`config.mk`:
```
export PLATFORM = sky130hd
export DESIGN_NAME = tagged_exec
export DESIGN_NICKNAME = d
export VERILOG_FILES = /design/src/design/tagged_alu.v /design/src/design/tagged_exec.v
export VERILOG_INCLUDE_DIRS = /design/src /design/src/design
export SDC_FILE = /design/constraint.sdc
export NUM_CORES = 1
export LEC_CHECK = 0
export ABC_AREA = 1
export BUFFER_PORTS_ARGS = -buffer_cell sky130_fd_sc_hd__buf_4
export CAP_MARGIN = 20
export CORE_AREA = 5 5 200 202
export DETAILED_ROUTE_END_ITERATION = 16
export DIE_AREA = 0 0 205 207
export PLACE_DENSITY = 0.81
export SKIP_LAST_GASP = 1
export SYNTH_ARGS = -nofsm -noshare
export SYNTH_HDL_FRONTEND = slang
export SYNTH_SLANG_ARGS = --single-unit
```
`constraint.sdc`:
```
create_clock -name CLK -period 4.5 [get_ports CLK]
set_clock_uncertainty 0.1 [all_clocks]
set_input_delay 0.9 -clock CLK [delete_from_list [all_inputs] [get_ports CLK]]
set_output_delay 0.9 -clock CLK [all_outputs]
set_load 0.05 [all_outputs]
```
`src/design/tagged_exec_regs.vh`:
```
// Constants for the tagged arithmetic, swap and aux register executor
`ifndef TAGGED_EXEC_REGS_VH
`define TAGGED_EXEC_REGS_VH
// ==========================================================
// Instruction fields
`define OP_HI          31
`define OP_LO          30
`define RD_HI          29
`define RD_LO          25
`define OP3_HI         24
`define OP3_LO         19
`define RS1_HI         18
`define RS1_LO         14
`define IBIT           13
`define ASI_HI         12
`define ASI_LO         5
`define RS2_HI         4
`define RS2_LO         0
`define SIMM_HI        12
// ==========================================================
// Opcode values
`define OP_MEM         2'h3
`define OP_ARITH       2'h2
`define OP3_SWAP_ALT   6'h1F
`define OP3_TADD_TV    6'h22
`define OP3_TSUB_TV    6'h23
`define OP3_AUX_WR     6'h30
`define RD_AUX         5'h00
`define ASI_PRIV_BIT   7
// ==========================================================
// Condition code positions (xcc high nibble, icc low nibble)
`define CC_N           3
`define CC_Z           2
`define CC_V           1
`define CC_C           0
// ==========================================================
// Reset values and timing
`define CCR_RESET      8'h00
`define AUX_RESET      32'h00000000
`define MEM_WAIT_MAX   8'hFF
`endif

```
`src/design/tagged_alu.v`:
```
// Tagged add/subtract datapath with tag overflow and flag generation
`timescale 1ns/1ps
module tagged_alu (
  input  wire [63:0] a,
  input  wire [63:0] b,
  input  wire        sub,
  output wire [63:0] result,
  output wire        tag_ovf,
  output wire [7:0]  ccr_val
);
`include "tagged_exec_regs.vh"

  wire [63:0] b_eff;
  wire [64:0] sum;
  wire [32:0] low;
  wire        v32;
  wire        v64;
  wire        c32;
  wire        c64;

  assign b_eff  = sub ? ~b : b;
  assign sum    = {1'b0, a} + {1'b0, b_eff} + {64'h0, sub};
  assign low    = {1'b0, a[31:0]} + {1'b0, b_eff[31:0]} + {32'h0, sub};
  assign result = sum[63:0];
  // Carry inverts to borrow on subtract
  assign c32    = low[32] ^ sub;
  assign c64    = sum[64] ^ sub;

  // Signed overflow; for subtract b_eff already flips the sign of b
  assign v32 = (a[31] == b_eff[31]) && (result[31] != a[31]);
  assign v64 = (a[63] == b_eff[63]) && (result[63] != a[63]);

  assign tag_ovf = (|a[1:0]) | (|b[1:0]) | v32;

  // The 32-bit overflow flag is forced low; only commits when no trap
  assign ccr_val = {result[63], (result == 64'h0), v64, c64,
                    result[31], (result[31:0] == 32'h0), 1'b0,
                    c32};

endmodule // tagged_alu

```
`src/design/tagged_exec.v`:
```
// Executor for alternate swap, tagged add/sub with trap, aux reg write
// Operation
// - Swap decoded when top field 11 and subfield 011111.
// - Swap exchanges low word with memory; upper half of result zero.
// - Swap read and write are indivisible; no interrupts in between.
// - Concurrent atomics to one doubleword are serialized in some order.
// - Space id from instruction when immediate bit 0, register when 1.
// - Space id bit 7 low is privileged; unprivileged use faults.
// - Swap address is A plus B, or A plus sign-extended immediate.
// - Swap address not a multiple of four raises misalignment.
// - Tagged add decoded by subfield 100010; A plus B or immediate.
// - Tag overflow on nonzero low two bits or 32-bit signed overflow.
// - Tagged add overflow traps; destination and flags untouched.
// - Tagged add otherwise writes sum, clears 32-bit V, normal flags.
// - Tagged add 64-bit V from ordinary 64-bit overflow only.
// - Tagged ops trap only on 32-bit tag overflow, never 64-bit.
// - Tagged subtract decoded by subfield 100011; A minus B/immediate.
// - Subtract tag overflow: low bits, or sign mismatch overflow.
// - Subtract overflow traps unchanged; else writes, clears 32-bit V.
// - Tagged subtract 64-bit V from ordinary subtract overflow only.
// - Aux write: top 10, subfield 110000, destination 0 only.
// - Aux write stores A xor B, or A xor sign-extended immediate.
// - Aux write visible to the very next instruction.
`timescale 1ns/1ps
module tagged_exec (
  input  wire        CLK,
  input  wire        RESET,
  // Issue port
  input  wire        ISSUE_VALID,
  output wire        ISSUE_READY,
  input  wire [31:0] INSTR,
  input  wire [63:0] SRC_A,
  input  wire [63:0] SRC_B,
  // Current destination register value, swapped out to memory
  input  wire [63:0] DEST_DATA,
  input  wire [7:0]  ASI_REG,
  input  wire        PRIVILEGE_BIT,
  // Write-back and traps
  output reg         WB_VALID,
  output reg  [4:0]  WB_ADDR,
  output reg  [63:0] WB_DATA,
  output reg         CCR_WE,
  output reg  [7:0]  CONDITION_CODE_REGISTER,
  output reg         AUX_MUL_REG_WRITE,
  output reg  [31:0] AUX_MUL_REG,
  output reg         DONE,
  output reg         TRAP_TAG_OVF,
  output reg         TRAP_PRIV,
  output reg         TRAP_ALIGN,
  output reg         TRAP_ILLEGAL,
  output wire        ATOMIC_BUSY,
  // Atomic swap port to memory
  output reg         MEM_REQ,
  output reg  [63:0] MEM_ADDR,
  output reg  [7:0]  MEM_ASI,
  output reg  [31:0] MEM_WDATA,
  output reg         MEM_LOCK,
  input  wire        MEM_GRANT,
  input  wire        MEM_ACK,
  input  wire [31:0] MEM_RDATA
);
`include "tagged_exec_regs.vh"

  // ==========================================================
  // State encoding
  localparam [1:0] ST_IDLE = 2'h0;
  localparam [1:0] ST_REQ  = 2'h1;
  localparam [1:0] ST_WAIT = 2'h2;

  reg  [1:0]  state_r;
  reg  [1:0]  state_nxt;
  reg  [4:0]  swap_rd_r;
  reg  [7:0]  wait_cnt_r;

  // ==========================================================
  // Decode
  wire [1:0]  op_field        = INSTR[`OP_HI:`OP_LO];
  wire [5:0]  opcode_subfield = INSTR[`OP3_HI:`OP3_LO];
  wire [4:0]  dest            = INSTR[`RD_HI:`RD_LO];
  wire        imm_sel         = INSTR[`IBIT];
  wire [12:0] signed_immediate_field = INSTR[`SIMM_HI:0];
  wire [63:0] simm_ext = {{51{signed_immediate_field[12]}},
                          signed_immediate_field};
  wire [63:0] source_a = SRC_A;
  wire [63:0] source_b = imm_sel ? simm_ext : SRC_B;

  wire is_swap = (op_field == `OP_MEM) &&
                 (opcode_subfield == `OP3_SWAP_ALT);
  wire is_tadd = (op_field == `OP_ARITH) &&
                 (opcode_subfield == `OP3_TADD_TV);
  wire is_tsub = (op_field == `OP_ARITH) &&
                 (opcode_subfield == `OP3_TSUB_TV);
  wire is_wr   = (op_field == `OP_ARITH) &&
                 (opcode_subfield == `OP3_AUX_WR);
  wire is_aux  = is_wr && (dest == `RD_AUX);
  // Other destinations belong to another state-register writer
  wire is_other_wr = is_wr && (dest != `RD_AUX);

  // ==========================================================
  // Swap address, space id and checks
  wire [63:0] eff_addr = source_a + source_b;
  wire [7:0]  asi = imm_sel ? ASI_REG
                            : INSTR[`ASI_HI:`ASI_LO];
  wire        priv_fault = ~asi[`ASI_PRIV_BIT] & ~PRIVILEGE_BIT;
  wire        align_fault = |eff_addr[1:0];

  // ==========================================================
  // Tagged arithmetic
  wire [63:0] alu_result;
  wire        tag_ovf;
  wire [7:0]  alu_ccr;

  tagged_alu u_alu (
    .a       (source_a),
    .b       (source_b),
    .sub     (is_tsub),
    .result  (alu_result),
    .tag_ovf (tag_ovf),
    .ccr_val (alu_ccr)
  );

  // ==========================================================
  // Issue handshake: stall while the swap owns the memory port
  assign ISSUE_READY = (state_r == ST_IDLE);
  // Interrupt logic outside holds off while this is high
  assign ATOMIC_BUSY = (state_r != ST_IDLE);

  wire take = ISSUE_VALID && ISSUE_READY;

  always @* begin
    state_nxt = state_r;
    case (state_r)
      ST_IDLE: begin
        if (take && is_swap && !priv_fault && !align_fault) begin
          state_nxt = ST_REQ;
        end
      end
      ST_REQ: begin
        // Memory arbiter grants one locked swap at a time
        if (MEM_GRANT) begin
          state_nxt = ST_WAIT;
        end
      end
      ST_WAIT: begin
        if (MEM_ACK) begin
          state_nxt = ST_IDLE;
        end
      end
      default: begin
        state_nxt = ST_IDLE;
      end
    endcase
  end

  always @(posedge CLK) begin
    if (RESET) begin
      state_r    <= ST_IDLE;
      swap_rd_r  <= 5'h00;
      wait_cnt_r <= 8'h00;
    end else begin
      state_r <= state_nxt;
      if (take && is_swap) begin
        swap_rd_r <= dest;
      end
      // Diagnostic count of cycles spent waiting, saturates
      if (state_r == ST_IDLE) begin
        wait_cnt_r <= 8'h00;
      end else if (wait_cnt_r != `MEM_WAIT_MAX) begin
        wait_cnt_r <= wait_cnt_r + 8'h01;
      end
    end
  end

  // ==========================================================
  // Memory side: request held until grant, lock held until the answer
  always @(posedge CLK) begin
    if (RESET) begin
      MEM_REQ   <= 1'b0;
      MEM_ADDR  <= 64'h0;
      MEM_ASI   <= 8'h00;
      MEM_WDATA <= 32'h0;
      MEM_LOCK  <= 1'b0;
    end else begin
      if (take && is_swap && !priv_fault && !align_fault) begin
        MEM_REQ   <= 1'b1;
        MEM_ADDR  <= eff_addr;
        MEM_ASI   <= asi;
        MEM_WDATA <= DEST_DATA[31:0];
        MEM_LOCK  <= 1'b1;
      end else if (state_r == ST_REQ && MEM_GRANT) begin
        MEM_REQ <= 1'b0;
      end else if (state_r == ST_WAIT && MEM_ACK) begin
        MEM_LOCK <= 1'b0;
      end
    end
  end

  // ==========================================================
  // Results, flags, traps
  always @(posedge CLK) begin
    if (RESET) begin
      WB_VALID                <= 1'b0;
      WB_ADDR                 <= 5'h00;
      WB_DATA                 <= 64'h0;
      CCR_WE                  <= 1'b0;
      CONDITION_CODE_REGISTER <= `CCR_RESET;
      AUX_MUL_REG_WRITE       <= 1'b0;
      AUX_MUL_REG             <= `AUX_RESET;
      DONE                    <= 1'b0;
      TRAP_TAG_OVF            <= 1'b0;
      TRAP_PRIV               <= 1'b0;
      TRAP_ALIGN              <= 1'b0;
      TRAP_ILLEGAL            <= 1'b0;
    end else begin
      WB_VALID          <= 1'b0;
      CCR_WE            <= 1'b0;
      AUX_MUL_REG_WRITE <= 1'b0;
      DONE              <= 1'b0;
      TRAP_TAG_OVF      <= 1'b0;
      TRAP_PRIV         <= 1'b0;
      TRAP_ALIGN        <= 1'b0;
      TRAP_ILLEGAL      <= 1'b0;
      if (state_r == ST_WAIT && MEM_ACK) begin
        // Old memory word lands zero-extended in the destination
        WB_VALID <= (swap_rd_r != 5'h00);
        WB_ADDR  <= swap_rd_r;
        WB_DATA  <= {32'h0, MEM_RDATA};
        DONE     <= 1'b1;
      end else if (take) begin
        if (is_swap) begin
          // Privilege checked ahead of alignment
          TRAP_PRIV  <= priv_fault;
          TRAP_ALIGN <= ~priv_fault & align_fault;
          DONE       <= priv_fault | align_fault;
        end else if (is_tadd || is_tsub) begin
          DONE <= 1'b1;
          if (tag_ovf) begin
            TRAP_TAG_OVF <= 1'b1;
          end else begin
            WB_VALID                <= (dest != 5'h00);
            WB_ADDR                 <= dest;
            WB_DATA                 <= alu_result;
            CCR_WE                  <= 1'b1;
            CONDITION_CODE_REGISTER <= alu_ccr;
          end
        end else if (is_aux) begin
          // Registered in this cycle, so the next issue sees it
          AUX_MUL_REG_WRITE <= 1'b1;
          AUX_MUL_REG       <= source_a[31:0] ^ source_b[31:0];
          DONE              <= 1'b1;
        end else begin
          // Not ours, including other state-register writes
          TRAP_ILLEGAL <= 1'b1;
          DONE         <= 1'b1;
        end
      end
    end
  end

endmodule // tagged_exec

```
==> qor.log, run 1 <==
qor: status.status finished clean
qor: worst_setup_path.critPathLaunchType input port
qor: worst_setup_path.required 4.87 ns
qor: worst_setup_path.cp_max_fo 36
qor: yosys.yosys_warnings 0
qor: die.initial_utilization 51.82%
qor: clock_network.clock_insertion_delay_worst_skew 0.53 ns
qor: grt.number_of_global_route_vias_before_repair 22180
qor: grt.grt_pass1_wl 120800 um
qor: job.maxCapViolations 0
qor: worst_setup_path.path_cells buf_4 -> inv_1 -> nand2_1 -> nor2_2 -> nand2_4 -> buf_12 -> buf_4 -> xnor2_1 -> ha_1 -> nand2_1 -> nor2_1 -> nand2_1 -> nor2_1 -> and3_1 -> nand2_1 -> nand2_1 -> nand2_1 -> nand2_1 -> xnor2_1 -> nand2_1 -> nor2_1 -> nand4_1 -> a21oi_1
qor: drt.vias_per_cell 5.329
qor: grt.grt_max_degree 140
qor: worst_hold_path.worst_hold_startpoint MEM_ADDR[1]
qor: layout.number_of_fillers_in_the_final_layout 3695
qor: die.placement_rows 72
qor: clock_network.cts.reportedPaths.clkPinSlew 0.06 ns
qor: layout.area_growth_from_synthesis_to_layout 29.93%
qor: yosys.ffs_w_async_s_r_synth 0%
qor: worst_setup_path.worst_path_dominant_cell_family simple AND/OR/NAND/NOR gates
qor: worst_setup_path.timing.rr.start state_r[0]
qor: layout.design_area 0.02566 mm2
qor: grt.grtUsageTotal 35.49%
qor: worst_setup_path.critical_path.most_common_cell sky130_fd_sc_hd__nand2_1
qor: worst_hold_path.holdCritPathClass reg2reg
qor: placement.pre_cts_slack -0.02413 ns
qor: timing.achievable-frequency 244.7 MHz
qor: clock_network.cts_tree built
qor: yosys.post_synth_inst_count 3363
qor: clock_network.cts_hold_repair.buffers 0
qor: timing.post-route-period-util 90.80%
qor: yosys.postSynth.topFlopCell sky130_fd_sc_hd__dfxtp_1
qor: drt.drt-initial-drc-count 2225
qor: drt.detailedRoute.firstPassIterationCount 6
qor: layout.post_route_cells_drive_above_1_share 17.80%
qor: clock_network.number_of_h_tree_branching_levels 1
qor: worst_setup_path.timing.reg2reg.worst_path_depth 8
qor: drt.post-route-drc-count 0
qor: die.die_height 207 um
qor: drt.wire_per_inst 17.92 um
qor: drt.route.antenna.remaining_nets 0
qor: yosys.yosys.cell_types.count 53
qor: yosys.synth.ff_latch_count 229
qor: clock_network.cts_inserted_buffers 26
qor: timing.timing_worst_slew_pin_value 0.9017 ns
qor: worst_setup_path.critical_path.slowest_cell sky130_fd_sc_hd__ha_1
qor: placement.placed_area 0.02476 mm2
qor: yosys.syn-mean-instance-area 5.872 um2
qor: clock_network.ctsLongestPathBuffers 3
qor: timing.rsz_0062_raised_after_global_routing no
qor: power.leakage 13.90 nW
qor: die.boundaryPins 495
qor: clock_network.clockRootBuffer sky130_fd_sc_hd__clkbuf_16
qor: clock_network.cts_resized 0
qor: worst_setup_path.reg2reg_slack 1.93 ns
qor: drt.detailed_route_via_count 23770
qor: drt.wirelength 79930 um
qor: worst_setup_path.path_class in2reg
qor: layout.nets 4323
qor: worst_setup_path.critPathBufInv 4
qor: worst_hold_path.worst_hold_path_cell_count 2
qor: grt.grt_overflow 0
qor: yosys.synth_seq_area_share 23.22%
qor: worst_setup_path.critical_path_arrival 4.46 ns
qor: grt.grt_antenna_before_repair 5
qor: die.die-width 205 um
qor: die.design.die.area 0.04244 mm2
qor: timing.hold_viol 0
qor: timing.layout_setup_ws 0.4139 ns
qor: power.peakVddDrop 0.0002314 V
qor: worst_setup_path.crit_path_max_incr_delay 0.37 ns
qor: die.coreArea 0.03811 mm2
qor: timing.setup_viol 0
qor: clock_network.post_cts_buffers 0
qor: yosys.synth_fp_nets 3767
qor: placement.routabilityCongestion 1.025
qor: worst_setup_path.worst_r2r_end AUX_MUL_REG[31]
qor: timing.maxSlewHeadroom 39.82%
qor: clock_network.clock_sink_count 229
qor: worst_hold_path.min_to MEM_ADDR[1]
qor: timing.final.min_clock_period 4.086 ns
qor: placement.detailed_place_hpwl 66470 um
qor: timing.final_report_max_slew_violation_count 0
qor: yosys.synth-edff-count 0
qor: placement.io_buffers 456
qor: worst_setup_path.end_kind flop
qor: power.power.density 264.5 mW/mm2
qor: yosys.synth_area 0.01975 mm2
synth_stat cells, drive strengths merged, types with 3 or more instances:
cell type,n,area (um2)
o21a,6,45.04
a31oi,69,437.9
dfxtp,229,4584
a22oi,5,37.54
o21ai,237,1190
nand4,31,209.0
nor4,12,75.07
nand2,1019,3885
nor2,432,1627
o211ai,12,90.09
nor3,30,155.1
xor2,36,315.3
nand3b,12,90.09
o21bai,11,82.58
ha,132,1652
nand3,123,625.6
a211oi,4,30.03
a21oi,239,1196
clkinv,3,17.51
buf,25,153.9
a31o,4,35.03
o211a,4,40.04
inv,498,1869
clkbuf,66,247.7
a21o,10,75.07
and3,5,31.28
a221oi,5,43.79
xnor2,84,735.7
a21boi,8,60.06
how the worst max path moves through the flow:
| stage | startpoint | end | slack [ns] | cells after the start |
|---|---|---|---|---|
| floorplan | INSTR[21] | CONDITION_CODE_REGISTER[6] | 0.54 | 25 |
| global placement | INSTR[21] | CONDITION_CODE_REGISTER[6] | 0.03 | 27 |
| detailed placement | INSTR[21] | WB_DATA[46] | -0.02 | 25 |
| CTS | INSTR[21] | WB_DATA[46] | 0.54 | 25 |
| global route | INSTR[21] | CONDITION_CODE_REGISTER[6] | 0.07 | 23 |
| finish | INSTR[21] | CONDITION_CODE_REGISTER[6] | 0.41 | 23 |
where the power goes:
part           leakage [nW]  switching (W)  internal (W)
registers              1.84     0.00000106       0.00203
clock network         0.438       0.000893       0.00132
logic                  11.6        0.00158      0.000957
total                  13.9        0.00248       0.00431
metal layers:
metal | routed length, um | vias up | track usage, %
li1 | - | 11860 | -
met1 | 31470 | 10600 | 43.68
met2 | 37520 | 1098 | 61.17
met3 | 6940 | 213 | 5.630
met4 | 3973 | 4 | 15.22
met5 | 34 | - | 0
placed cells by master, fill, tap and decap left out, types with 4 or more instances in the layout:
cell type / instances
sky130_fd_sc_hd__a211oi_1: 4
sky130_fd_sc_hd__a21boi_0: 5
sky130_fd_sc_hd__a21o_1: 10
sky130_fd_sc_hd__a21oi_1: 239
sky130_fd_sc_hd__a221oi_1: 5
sky130_fd_sc_hd__a22oi_1: 5
sky130_fd_sc_hd__a31o_2: 4
sky130_fd_sc_hd__a31oi_1: 68
sky130_fd_sc_hd__and3_1: 5
sky130_fd_sc_hd__buf_12: 8
sky130_fd_sc_hd__buf_4: 611
sky130_fd_sc_hd__clkbuf_1: 6
sky130_fd_sc_hd__clkbuf_16: 26
sky130_fd_sc_hd__clkbuf_8: 5
sky130_fd_sc_hd__clkinv_2: 6
sky130_fd_sc_hd__dfxtp_1: 229
sky130_fd_sc_hd__ha_1: 132
sky130_fd_sc_hd__inv_1: 489
sky130_fd_sc_hd__inv_2: 8
sky130_fd_sc_hd__nand2_1: 1004
sky130_fd_sc_hd__nand2_2: 9
sky130_fd_sc_hd__nand2_4: 6
sky130_fd_sc_hd__nand3_1: 121
sky130_fd_sc_hd__nand3b_1: 12
sky130_fd_sc_hd__nand4_1: 30
sky130_fd_sc_hd__nor2_1: 429
sky130_fd_sc_hd__nor3_1: 28
sky130_fd_sc_hd__nor4_1: 12
sky130_fd_sc_hd__o211a_1: 4
sky130_fd_sc_hd__o211ai_1: 12
sky130_fd_sc_hd__o21a_1: 6
sky130_fd_sc_hd__o21ai_0: 198
sky130_fd_sc_hd__o21ai_1: 38
sky130_fd_sc_hd__o21bai_1: 11
sky130_fd_sc_hd__xnor2_1: 84
sky130_fd_sc_hd__xor2_1: 36
cells by family (layout without fill, tap and decap cells):
group | after synthesis | in the layout | share of synthesized area [%]
xor+xnor | 120 | 120 | 5.323
other cells | 1 | 4 | 0.01899
simple gates | 1669 | 1669 | 34.08
flops | 229 | 229 | 23.22
buf+inv | 592 | 1168 | 11.59
compound gates | 618 | 618 | 17.20
fa+ha+maj | 134 | 134 | 8.567
final cells by class:
type	count	area, um2	area share [%]
multi-input cells	2542	12890	50.23
repair buffers	619	4747	18.50
flip-flops and latches	229	4584	17.87
inverters	501	1889	7.364
clock buffers	37	742.0	2.892
well taps	518	648.1	2.526
clock inverters	11	150.1	0.5852
diodes	3	7.507	0.02926
worst min-delay path: stages, from the launching register on:
cell,delay [ns]
sky130_fd_sc_hd__dfxtp_1,0.31
sky130_fd_sc_hd__nand2_1,0.06
sky130_fd_sc_hd__nor2_1,0.03
stage by stage:
step	cells	power [W]	TNS [ns]	hold WS [ns]	utilization, %
5_1_grt	4460	0.007121	0	0.3559	67.33
3_5_place_dp	4409	0.004544	-0.08703	0.3346	64.97
2_1_floorplan	3363	0.003560	0	0.3372	-
4_1_cts	4457	0.006748	0	0.3432	67.31
3_3_place_gp	4409	0.004533	0	0.3283	64.97
6_report	4460	0.006786	0	0.3472	67.33
state kept, by name (all words and copies together) (netlist names), 5 cells and up:
signal                   flops
swap_rd_r                    5
WB_DATA                     64
CONDITION_CODE_REGISTER      7
MEM_ASI                      8
MEM_WDATA                   32
WB_ADDR                      5
AUX_MUL_REG                 32
MEM_ADDR                    64
(Power assumes the default switching activity.)
==> run 2, diff against run 1 <==
--- a/config.mk
+++ b/config.mk
@@ -9,11 +9,12 @@
 export ABC_AREA = 1
 export BUFFER_PORTS_ARGS = -buffer_cell sky130_fd_sc_hd__buf_4
 export CAP_MARGIN = 20
-export CORE_AREA = 5 5 200 202
+export CORE_AREA = 2 2 207 209
 export DETAILED_ROUTE_END_ITERATION = 16
-export DIE_AREA = 0 0 205 207
-export PLACE_DENSITY = 0.81
+export DIE_AREA = 0 0 209 211
+export PLACE_DENSITY = 0.8
 export SKIP_LAST_GASP = 1
 export SYNTH_ARGS = -nofsm -noshare
 export SYNTH_HDL_FRONTEND = slang
+export SYNTH_HIERARCHICAL = 1
 export SYNTH_SLANG_ARGS = --single-unit
==> qor.log, run 2 <==
qor: worst_hold_path.holdCritPathClass reg2reg
qor: yosys.yosys.cell_types.count 52 [-1.9%]
qor: die.die-width 209 um [+2.0%]
qor: drt.wirelength 85750 um [+7.3%]
qor: layout.nets 5079 [+17%]
qor: yosys.synth.ff_latch_count 230 [+0.44%]
qor: grt.grt_antenna_before_repair 6 [+1]
qor: clock_network.cts_tree built
qor: grt.number_of_global_route_vias_before_repair 24050 [+8.5%]
qor: die.die_height 211 um [+1.9%]
qor: layout.layout_commonest_cell sky130_fd_sc_hd__nand2_1
qor: layout.area_growth_from_synthesis_to_layout 31.35%
qor: die.design.die.area 0.04410 mm2 [+3.9%]
qor: drt.detailed_route_via_count 26570 [+12%]
qor: status.status finished clean
qor: timing.setup-tns-final 0 ns [unchanged]
qor: grt.grt_max_degree 111 [-21%]
qor: grt.grtUsageTotal 37.68% [+2.2 points]
qor: timing.post-route-period-util 92.88% [+2.1 points]
qor: layout.largest_registers MEM_ADDR x64, WB_DATA x64
qor: grt.fraction_of_met2_tracks_used_by_global_routing 60.93% [-0.24 points]
qor: grt.grt_pass1_wl 130500 um [+8.1%]
qor: yosys.post-synth-top-count-cell sky130_fd_sc_hd__nand2_1
qor: timing.layout_setup_ws 0.3205 ns [-0.09334 ns]
qor: drt.wire_per_inst 16.36 um [-8.7%]
qor: die.coreArea 0.04176 mm2 [+9.6%]
qor: drt.vias_per_cell 5.070 [-4.8%]
qor: power.leakage 17.55 nW [+26%]
qor: yosys.post-synth-top-area-cell sky130_fd_sc_hd__nand2_1
qor: yosys.synth_seq_area_share 21.04% [-2.2 points]
qor: timing.hold_viol 0 [unchanged]
qor: grt.grt.met3_usage 5.010% [-0.62 points]
qor: drt.drt-initial-drc-count 2824 [+27%]
qor: timing.final_report_max_slew_violation_count 0 [unchanged]
qor: power.power.density 248.1 mW/mm2 [-6.2%]
qor: worst_setup_path.path_class in2reg
qor: clock_network.clock_insertion_delay_worst_skew 0.58 ns [+0.05 ns]
qor: die.initial_utilization 52.41% [+0.59 points]
qor: layout.layout.cells.most_common_list sky130_fd_sc_hd__nand2_1 (1565), sky130_fd_sc_hd__inv_1 (767), sky130_fd_sc_hd__buf_4 (729), sky130_fd_sc_hd__nor2_1 (386), sky130_fd_sc_hd__dfxtp_1 (230)
qor: drt.detailedRoute.firstPassIterationCount 6 [unchanged]
qor: yosys.share_of_the_synthesized_area_in_the_top_cell_type 26.86% [+3.6 points]
qor: yosys.post_synth_inst_count 4009 [+19%]
qor: yosys.synth_fp_nets 4411 [+17%]
qor: yosys.synth-edff-count 0 [unchanged]
qor: clock_network.cts.reportedPaths.clkPinSlew 0.06 ns [about the same]
qor: worst_setup_path.crit_path_max_incr_delay 0.28 ns [-0.09 ns]
qor: worst_setup_path.end_kind flop
qor: clock_network.post_cts_buffers 0 [unchanged]
qor: timing.setup_viol 0 [unchanged]
qor: grt.gr-max-usage-layer met2
qor: worst_setup_path.critical_path.slowest_cell sky130_fd_sc_hd__ha_1
qor: placement.place_inst 5186 [+18%]
qor: power.peakVddDrop 0.0002921 V [+26%]
qor: drt.route.antenna.remaining_nets 0 [unchanged]
qor: clock_network.number_of_h_tree_branching_levels 1 [unchanged]
qor: placement.detailed_place_hpwl 71450 um [+7.5%]
qor: worst_setup_path.critical_path_arrival 4.59 ns [+0.13 ns]
qor: grt.use_met1 51.44% [+7.8 points]
qor: yosys.syn-mean-instance-area 5.459 um2 [-7.0%]
qor: layout.number_of_fillers_in_the_final_layout 3970 [+7.4%]
qor: yosys.postSynth.topFlopCell sky130_fd_sc_hd__dfxtp_1
qor: layout.post_route_insts_no_fill 5240 [+17%]
qor: placement.pre_cts_slack -0.3022 ns [-0.2780 ns]
qor: placement.routabilityCongestion 1.071 [+4.4%]
qor: layout.post_route_cells_drive_above_1_share 18.20% [+0.41 points]
qor: die.boundaryPins 495 [unchanged]
qor: timing.rsz_0062_raised_after_global_routing no
qor: layout.register_cell_area_after_layout 0.004604 mm2 [+0.44%]
qor: yosys.post_synth_most_frequent_cells sky130_fd_sc_hd__nand2_1 (1566), sky130_fd_sc_hd__inv_1 (768), sky130_fd_sc_hd__nor2_1 (387), sky130_fd_sc_hd__dfxtp_1 (230), sky130_fd_sc_hd__o21ai_0 (170)
qor: clock_network.clock_sink_count 230 [+0.44%]
qor: worst_setup_path.required 4.91 ns [+0.04 ns]
qor: worst_setup_path.cp_max_fo 17 [-53%]
qor: clock_network.clockRootBuffer sky130_fd_sc_hd__clkbuf_16
qor: timing.timing_worst_slew_pin_value 1.040 ns [+0.1386 ns]
qor: yosys.ffs_w_async_s_r_synth 0% [unchanged]
qor: clock_network.cts_inserted_buffers 26 [unchanged]
qor: yosys.synth_area 0.02189 mm2 [+11%]
qor: yosys.yosys_warnings 6 [+6]
qor: worst_setup_path.critical_path.most_common_cell sky130_fd_sc_hd__nand2_1
qor: timing.maxSlewHeadroom 30.65% [-9.2 points]
qor: timing.achievable-frequency 239.3 MHz [-2.2%]
qor: yosys.synth_top_cells_by_area sky130_fd_sc_hd__nand2_1 (27%), sky130_fd_sc_hd__dfxtp_1 (21%), sky130_fd_sc_hd__inv_1 (13%)
qor: grt.grt_overflow 0 [unchanged]
qor: die.placement_rows 75 [+4.2%]
qor: drt.post-route-drc-count 0 [unchanged]
qor: timing.final.min_clock_period 4.179 ns [+0.09334 ns]
qor: worst_setup_path.critPathLaunchType input port
qor: clock_network.ctsLongestPathBuffers 3 [unchanged]
qor: job.maxCapViolations 0 [unchanged]
qor: layout.area_taken_by_multi_input_logic_gates 0.01391 mm2 [+7.9%]
qor: placement.io_buffers 457 [+0.22%]
run 2: metal layers:
metal / wire length [um] / vias to the layer above
li1: - / 13480
met1: 37640 / 11760
met2: 37420 / 1162
met3: 7477 / 163
met4: 3206 / 2
met5: 11 / -
run 2: path summary, 6_finish.rpt:
check	slack [ns]	startpoint	endpoint	depth (start not counted)
setup / recovery	0.32	INSTR[22]	CONDITION_CODE_REGISTER[6]	29
hold / removal	0.34	MEM_ADDR[0]	MEM_ADDR[0]	2
setup reg to reg	1.81	state_r[0]	AUX_MUL_REG[0]	10
hold reg to reg	0.34	MEM_ADDR[0]	MEM_ADDR[0]	2
run 2: where the power goes:
| part | switching, W | internal, W | leakage, nW |
|---|---|---|---|
| logic | 0.00178 | 0.00113 | 15.3 |
| clock network | 0.000938 | 0.00125 | 0.436 |
| registers | 0.00000114 | 0.00204 | 1.85 |
run 2: final cells by class:
type / count / area share, %
Tap cell: 539 / 2.346
Clock inverter: 13 / 0.4701
Multi-Input combinational cell: 2899 / 48.39
Sequential cell: 230 / 16.02
Inverter: 779 / 10.18
Timing Repair Buffer: 741 / 19.93
Clock buffer: 35 / 2.624
Antenna cell: 4 / 0.03482
run 2: critical path, delay by kind of cell:
kind | cells | cell delay [ns]
adder cells (fa/ha/maj) | 1 | 0.28
XOR/XNOR | 1 | 0.19
buffers and inverters | 6 | 0.85
AND/OR/NAND/NOR | 18 | 1.91
AO/OA/AOI/OAI | 3 | 0.44
run 2: through the flow:
stage	utilization, %	cell area, um2	power [W]	hold WS, ns
final	68.84	28750	0.007134	0.3429
after global routing	68.84	28750	0.007516	0.3592
after CTS	68.63	28660	0.007087	0.3432
after detailed placement	66.50	27770	0.004901	0.3336
after global placement	66.50	27770	0.004876	0.3325
after floorplan	-	21910	0.003725	0.3435
run 2: cell families after synthesis:
logic type / synth area share (%)
compound gates: 10.16
other cells: 0.01713
buf+inv: 15.57
mux: 0.04574
flops: 21.04
xor+xnor: 4.196
fa+ha+maj: 7.615
simple gates: 41.36
run 2: what timing repair did:
action,4_1_cts,5_1_grt
resized for setup,0,6
endpoints found under the hold margin,0,0
hold buffers,0,0
endpoints found under the setup margin,0,76
